[src/core/ifw_cfg.svh]
// Offsets, field positions, reset values and counts for the interrupt flag block
`ifndef IFW_CFG_SVH
`define IFW_CFG_SVH
`define IFW_ADDR_W 2
`define IFW_OFF_FLAGS 2'h0
`define IFW_OFF_ENABLES 2'h1
`define IFW_OFF_WAKECFG 2'h2
`define IFW_OFF_STATUS 2'h3
`define IFW_BIT_CONV 7
`define IFW_BIT_CMP 6
`define IFW_BIT_TMR 5
`define IFW_BIT_PORT 4
`define IFW_BIT_GIE 0
`define IFW_BIT_WUR 0
`define IFW_IMPL_MASK 8'hf1
`define IFW_SRC_MASK 8'hf0
`define IFW_FLAGS_RST 8'h00
`define IFW_ENABLES_RST 8'h00
`define IFW_WAKECFG_RST 8'h07
`define IFW_VECTOR 11'h004
`define IFW_TIMER_MAX 8'hff
`endif

[src/core/ifw_pkg.sv]
// Types shared by the interrupt flag block
package ifw_pkg;
   typedef enum logic [2:0] {
      IFW_RUN = 3'b001,
      IFW_VEC = 3'b010,
      IFW_WAKE = 3'b100
   } ifw_state_t;
   typedef logic [7:0] ifw_byte_t;
endpackage : ifw_pkg

[src/core/ifw_top.sv]
// Interrupt flag, enable and wake logic with Wishbone register access
// How it works
// - Comparator change sets flag bit 6
// - Comparator flag only with a wake disable clear
// - Timer overflow sets bit 5; software clears
// - Pin change sets bit 4; software clears
// - Pin flag needs port wake disable clear
// - Bit 0 global enable allows vectoring
// - Enable bit 6 gates comparator interrupt
// - Enable bit 5 gates timer interrupt
// - Enable bit 4 gates pin-change interrupt
// - Enable bit 0 selects wake reset
// - Conversion done sets bit 7; software clears
// - Flags set whatever the enables are
// - Taking interrupt flushes, clears enable, pushes, vectors
`include "ifw_cfg.svh"
`timescale 1ns/1ps
`default_nettype none
module ifw_top (
   // Clock and reset
   input wire logic clk_i,
   input wire logic rst_i,
   // Wishbone slave
   input wire logic cyc_i,
   input wire logic stb_i,
   input wire logic we_i,
   input wire logic [`IFW_ADDR_W-1:0] adr_i,
   input wire logic [0:0] sel_i,
   input wire logic [7:0] dat_i,
   output logic [7:0] dat_o,
   output logic ack_o,
   // Peripheral events
   input wire logic conv_done_i,
   input wire logic cmp1_out_i,
   input wire logic cmp2_out_i,
   input wire logic [7:0] timer_count_i,
   input wire logic port_change_i,
   // Core sequencer
   input wire logic sleeping_i,
   input wire logic core_ready_i,
   input wire logic core_retfie_i,
   output logic irq_o,
   output logic take_o,
   output logic flush_o,
   output logic push_pc_o,
   output logic [10:0] vector_o,
   output logic wake_o,
   output logic wake_reset_o
);
   typedef struct packed {
      ifw_pkg::ifw_byte_t flags;
      ifw_pkg::ifw_byte_t enables;
      logic cmp1_wake_dis;
      logic cmp2_wake_dis;
      logic port_wake_dis;
      ifw_pkg::ifw_state_t state;
      logic [7:0] timer_prev;
      logic timer_primed;
      ifw_pkg::ifw_byte_t rdata;
      logic take;
      logic wake;
      logic wake_rst;
   } ifw_st_t;

   ifw_st_t st_reg;
   ifw_st_t st_next;
   logic wr;
   logic rd;
   logic cmp1_chg;
   logic cmp2_chg;
   logic tmr_ovf;
   logic [7:0] set_vec;
   logic [7:0] pending;
   logic any_pending;

   ifw_wb u_wb (
      .clk_i(clk_i),
      .rst_i(rst_i),
      .cyc_i(cyc_i),
      .stb_i(stb_i),
      .we_i(we_i),
      .sel_i(sel_i),
      .ack_o(ack_o),
      .wr_o(wr),
      .rd_o(rd)
   );

   ifw_edge u_cmp1 (
      .clk_i(clk_i),
      .rst_i(rst_i),
      .level_i(cmp1_out_i),
      .change_o(cmp1_chg)
   );

   ifw_edge u_cmp2 (
      .clk_i(clk_i),
      .rst_i(rst_i),
      .level_i(cmp2_out_i),
      .change_o(cmp2_chg)
   );

   // Overflow is the count wrapping from its top value to zero
   assign tmr_ovf = st_reg.timer_primed && (st_reg.timer_prev == `IFW_TIMER_MAX)
      && (timer_count_i == 8'h00);

   always_comb begin
      set_vec = 8'h00;
      set_vec[`IFW_BIT_CONV] = conv_done_i;
      set_vec[`IFW_BIT_CMP] = (cmp1_chg || cmp2_chg)
         && (!st_reg.cmp1_wake_dis || !st_reg.cmp2_wake_dis);
      set_vec[`IFW_BIT_TMR] = tmr_ovf;
      set_vec[`IFW_BIT_PORT] = port_change_i && !st_reg.port_wake_dis;
   end

   // Enables gate each source flag (bits 7 to 4) onto the request
   assign pending = st_reg.flags & st_reg.enables & `IFW_SRC_MASK;
   assign any_pending = |pending;

   always_comb begin
      st_next = st_reg;
      st_next.timer_prev = timer_count_i;
      st_next.timer_primed = 1'b1;
      st_next.take = 1'b0;
      st_next.wake = 1'b0;
      st_next.wake_rst = 1'b0;
      // Register writes land first so hardware sets win below
      if (wr) begin
         case (adr_i)
            `IFW_OFF_FLAGS: begin
               st_next.flags = dat_i & `IFW_IMPL_MASK;
            end
            `IFW_OFF_ENABLES: begin
               st_next.enables = dat_i & `IFW_IMPL_MASK;
            end
            `IFW_OFF_WAKECFG: begin
               st_next.cmp1_wake_dis = dat_i[0];
               st_next.cmp2_wake_dis = dat_i[1];
               st_next.port_wake_dis = dat_i[2];
            end
            default: begin
            end
         endcase
      end
      // Sources set regardless of any enable
      st_next.flags = st_next.flags | set_vec;
      if (core_retfie_i) begin
         st_next.flags[`IFW_BIT_GIE] = 1'b1;
      end
      case (st_reg.state)
         ifw_pkg::IFW_RUN: begin
            if (sleeping_i && any_pending) begin
               st_next.state = ifw_pkg::IFW_WAKE;
               if (st_reg.enables[`IFW_BIT_WUR]) begin
                  st_next.wake_rst = 1'b1;
               end else begin
                  st_next.wake = 1'b1;
               end
            end else if (!sleeping_i && any_pending && st_reg.flags[`IFW_BIT_GIE]
                         && core_ready_i) begin
               st_next.state = ifw_pkg::IFW_VEC;
               st_next.take = 1'b1;
               st_next.flags[`IFW_BIT_GIE] = 1'b0;
            end
         end
         ifw_pkg::IFW_VEC: begin
            st_next.state = ifw_pkg::IFW_RUN;
         end
         ifw_pkg::IFW_WAKE: begin
            if (!sleeping_i) begin
               st_next.state = ifw_pkg::IFW_RUN;
            end
         end
         default: begin
            st_next.state = ifw_pkg::IFW_RUN;
         end
      endcase
      if (rd) begin
         case (adr_i)
            `IFW_OFF_FLAGS: st_next.rdata = st_reg.flags & `IFW_IMPL_MASK;
            `IFW_OFF_ENABLES: st_next.rdata = st_reg.enables & `IFW_IMPL_MASK;
            `IFW_OFF_WAKECFG: st_next.rdata = {5'h00, st_reg.port_wake_dis,
               st_reg.cmp2_wake_dis, st_reg.cmp1_wake_dis};
            `IFW_OFF_STATUS: st_next.rdata = pending | {7'h00, any_pending};
            default: st_next.rdata = 8'h00;
         endcase
      end
   end

   always_ff @(posedge clk_i) begin
      if (rst_i) begin
         st_reg <= '0;
         st_reg.flags <= `IFW_FLAGS_RST;
         st_reg.enables <= `IFW_ENABLES_RST;
         st_reg.cmp1_wake_dis <= 1'b1;
         st_reg.cmp2_wake_dis <= 1'b1;
         st_reg.port_wake_dis <= 1'b1;
         st_reg.state <= ifw_pkg::IFW_RUN;
      end else begin
         st_reg <= st_next;
      end
   end

   assign dat_o = st_reg.rdata;
   assign irq_o = any_pending;
   assign take_o = st_reg.take;
   assign flush_o = st_reg.take;
   assign push_pc_o = st_reg.take;
   assign vector_o = `IFW_VECTOR;
   assign wake_o = st_reg.wake;
   assign wake_reset_o = st_reg.wake_rst;
endmodule : ifw_top
`default_nettype wire

[src/core/ifw_edge.sv]
// Change event detector for one source
`timescale 1ns/1ps
`default_nettype none
module ifw_edge (
   // Clock and reset
   input wire logic clk_i,
   input wire logic rst_i,
   // Source level and event out
   input wire logic level_i,
   output logic change_o
);
   typedef struct packed {
      logic prev;
      logic primed;
   } ifw_edge_st_t;
   ifw_edge_st_t st_reg;
   ifw_edge_st_t st_next;
   always_comb begin
      st_next = st_reg;
      st_next.prev = level_i;
      st_next.primed = 1'b1;
   end
   always_ff @(posedge clk_i) begin
      if (rst_i) begin
         st_reg <= '0;
      end else begin
         st_reg <= st_next;
      end
   end
   // No event in the first cycle after reset
   assign change_o = st_reg.primed && (st_reg.prev != level_i);
endmodule : ifw_edge
`default_nettype wire

[src/core/ifw_wb.sv]
// Classic Wishbone slave front end with a one-cycle ack
`timescale 1ns/1ps
`default_nettype none
module ifw_wb (
   // Clock and reset
   input wire logic clk_i,
   input wire logic rst_i,
   // Wishbone
   input wire logic cyc_i,
   input wire logic stb_i,
   input wire logic we_i,
   input wire logic [0:0] sel_i,
   output logic ack_o,
   // Access strobes
   output logic wr_o,
   output logic rd_o
);
   typedef struct packed {
      logic ack;
   } ifw_wb_st_t;
   ifw_wb_st_t st_reg;
   ifw_wb_st_t st_next;
   logic req;
   assign req = cyc_i && stb_i && !st_reg.ack;
   always_comb begin
      st_next = st_reg;
      st_next.ack = req;
   end
   always_ff @(posedge clk_i) begin
      if (rst_i) begin
         st_reg <= '0;
      end else begin
         st_reg <= st_next;
      end
   end
   assign ack_o = st_reg.ack;
   // Write takes effect at the acking edge
   assign wr_o = st_reg.ack && cyc_i && stb_i && we_i && sel_i[0];
   assign rd_o = req && !we_i;
endmodule : ifw_wb
`default_nettype wire

[config.mk]
export PLATFORM = sky130hd
export DESIGN_NAME = ifw_top
export DESIGN_NICKNAME = d
export VERILOG_FILES = /design/src/core/ifw_pkg.sv /design/src/core/ifw_top.sv /design/src/core/ifw_edge.sv /design/src/core/ifw_wb.sv
export VERILOG_INCLUDE_DIRS = /design/src /design/src/core
export SDC_FILE = /design/constraint.sdc
export NUM_CORES = 1
export LEC_CHECK = 0
export ABC_AREA = 1
export ABC_CLOCK_PERIOD_IN_PS = 2430
export BUFFER_PORTS_ARGS = -buffer_cell sky130_fd_sc_hd__clkbuf_2
export CORE_MARGIN = 2
export CORE_UTILIZATION = 54
export DETAILED_ROUTE_END_ITERATION = 12
export PLACE_DENSITY_LB_ADDON = 0.25
export SYNTH_ARGS = -nofsm -noshare
export SYNTH_HDL_FRONTEND = slang
export SYNTH_SLANG_ARGS = --single-unit
[constraint.sdc]
create_clock -name clk_i -period 2.43 [get_ports clk_i]
set_input_delay 0.1215 -clock clk_i [delete_from_list [all_inputs] [get_ports clk_i]]
set_output_delay 0.1215 -clock clk_i [all_outputs]
set_load 0.05 [all_outputs]
==> results.py <==
metrics = {
    "logic_synthesis": {
        "ys_ff_latch": 38,
        "yosys-top-cells-count": "63 x nand2_1, 42 x nor2_1, 38 x dfxtp_1",
        "avgSynthCellArea_um2": 6.90,
        "yosys.area_share.simple_pct": 32.6,
        "syn_inst": 263,
        "synth.distinct_cells": 23,
        "synth_edf_count": 0,
        "synth_top_family_by_area": "simple AND/OR/NAND/NOR gates",
        "synth_most_common_cell": "nand2_1",
        "yosys.area_share.adder_pct": 0,
        "synth.largest_area_cell": "dfxtp_1",
        "yosysTopAreaCellShare_pct": 41.9,
        "synth_area_um2": 1810,
        "async_flop_share_pct": 0,
        "ys_warn_count": 0,
        "synthMuxAreaShare_pct": 0,
        "synth_compound_area_share_pct": 7.72,
        "yosysSeqAreaShare_pct": 41.9,
        "synth_area_leaders": "dfxtp_1 42%, nand2_1 13%, buf_4 9.9%",
        "yosys_most_used_dff": "dfxtp_1",
        "synth-xor-area-share_pct": 0.483,
    },
    "floorplan": {
        "die_area_um2": 3840,
        "start_util_pct": 55.2,
        "core_um2": 3280,
        "dieHeight_um": 62.0,
        "num_rows": 21,
        "die_w_um": 62.0,
        "ios": 57,
    },
    "power_and_ir_drop": {
        "vdd_drop_max_mv": 0.322,
        "pwr_density_cell_nw_per_um2": 642,
        "finalPower_w": 0.00139,
        "p_leak_nw": 1.10,
    },
    "timing": {
        "finalMaxSlewViolations": 0,
        "final.period_utilization_pct": 62.5,
        "tightest_slew_ns": 0.704,
        "fin_skew_ns": 0.00850,
        "period_minus_slack_ns": 1.52,
        "slew_headroom_pct": 52.8,
        "fmax_ghz": 0.658,
        "setup_viol": 0,
        "rsz0062_at_grt": "false",
        "tns_ns": 0,
        "hold_viol": 0,
    },
    "place": {
        "gp_congestion": 0.821,
        "dpl.hpwl_um": 2580,
        "port_buffers": 43,
    },
    "worst_setup_path": {
        "required_ns": 2.68,
        "worstPathArrival_ns": 1.77,
        "path_class": "reg -> reg",
        "critical_path_peak_fanout": 12,
        "endpoint_kind": "flip-flop",
        "critPathLaunchType": "flip-flop",
    },
    "clock_network": {
        "htreeDepth": 2,
        "numCtsBuffers": 5,
        "cts_hold_buf": 11,
        "cts.repair.resized": 0,
        "clock_latency_ns": 0.36,
        "clockRootBuffer": "clkbuf_4",
        "clockBufferDepth": 2,
        "clk_pin_slew_ns": 0.12,
        "cts_tree": "built",
        "clock-sinks": 38,
        "postCtsSetupBuffers": 0,
    },
    "grt": {
        "grt-ovfl-total": 0,
        "grt_pass1_vias": 1393,
        "grt_usage_pct": 21.0,
        "grt_pass1_wl_um": 5710,
        "grt_max_degree": 23,
        "antenna_found_initial": 0,
    },
    "finish": {
        "area_delta_synth_final_pct": 19.4,
        "fill_cells": 286,
        "drive_above_1_share_pct": 19.4,
        "multiInputGateArea_um2": 786,
        "insertedDiodeCount": 0,
        "nNetsFinal": 339,
        "largest_reg_flops": 25,
        "register_area_um2": 761,
    },
    "routing": {
        "drt_iter0_drc": 71,
        "wl_per_cell_um": 10.3,
        "drc": 0,
        "vias_per_cell": 4.68,
        "first_pass_iters": 4,
        "vias": 1663,
        "wirelength_um": 3670,
        "final_antenna_net_count": 0,
    },
    "run": {
        "drv_cap": 0,
    },
    "min_path": {
        "min_path_type": "in -> reg",
    },
    "run_status": {
        "outcome": "completed",
    },
}
## metrics by stage
stage	worst slack, ns	hold slack, ns	area, µm²	utilization [%]	cells
5_1_grt	0.744	0.0188	2170	66.0	355
4_1_cts	0.868	0.00262	2160	65.7	354
3_5_place_dp	0.904	0.334	1940	58.9	335
2_1_floorplan	0.910	0.198	1850	-	273
6_report	0.910	0.0123	2170	66.0	355
3_3_place_gp	0.937	0.329	1940	58.9	335
## critical path, cell delays in order (launching register included)
cell     delay, ns
dfxtp_1       0.36
nor3_2        0.61
inv_1         0.17
nor2_1        0.19
a21oi_1       0.09
## worst paths after layout
| check | startpoint | end | slack (ns) | cells past startpoint |
|---|---|---|---|---|
| worst max-delay path | u_wb.ack_o | dat_o[0] | 0.91 | 4 |
| worst max register to register | u_wb.ack_o | dat_o[0] | 0.91 | 4 |
| worst min register to register | st_reg[26] | wake_o | 0.46 | 1 |
| worst min-delay path | dat_i[7] | st_reg[33] | 0.01 | 3 |
## kinds of logic after synthesis
group / count (synthesis)
compound gates: 27
buf+inv: 57
flops: 38
simple gates: 138
other cells: 2
xor+xnor: 1
## placed cells by master, fill, tap and decap left out
master,count
a21boi_0,1
a21oi_1,15
buf_4,1
bufinv_16,2
clkbuf_2,43
clkbuf_4,5
clkbuf_8,1
conb_1,12
dfxtp_1,38
dlygate4sd3_1,12
inv_1,27
inv_2,2
nand2_1,63
nand3_1,23
nand3_2,1
nand4_1,2
nor2_1,42
nor2_2,1
nor2_4,3
nor3_1,2
nor3_2,1
o21a_1,1
o21ai_0,9
o21ai_1,1
xnor2_1,1
## per-layer routing
| layer | part of all wire [%] | global-route usage, % | wire, µm | vias up |
|---|---|---|---|---|
| li1 | - | - | - | 876 |
| met1 | 43 | 22.7 | 1560 | 732 |
| met2 | 50 | 36.5 | 1860 | 49 |
| met3 | 5.5 | 8.07 | 202 | 6 |
| met4 | 1.4 | 8.51 | 53 | 0 |
| met5 | 0 | 0 | 0 | - |
## report_power, final
part           switching [W]  internal (W)
clock network       0.000214      0.000348
registers         0.00000838      0.000640
logic               0.000125     0.0000551
total               0.000348       0.00104
## final cells by class
cell class / count / area share, %
sequential: 38 / 35.1
multi-input combinational: 178 / 36.3
tap: 46 / 2.66
clock inverter: 2 / 2.77
clock buffer: 6 / 2.37
inverter: 29 / 5.02
timing repair buffer: 56 / 15.8
Note: power is estimated with default switching activity, not from simulation.
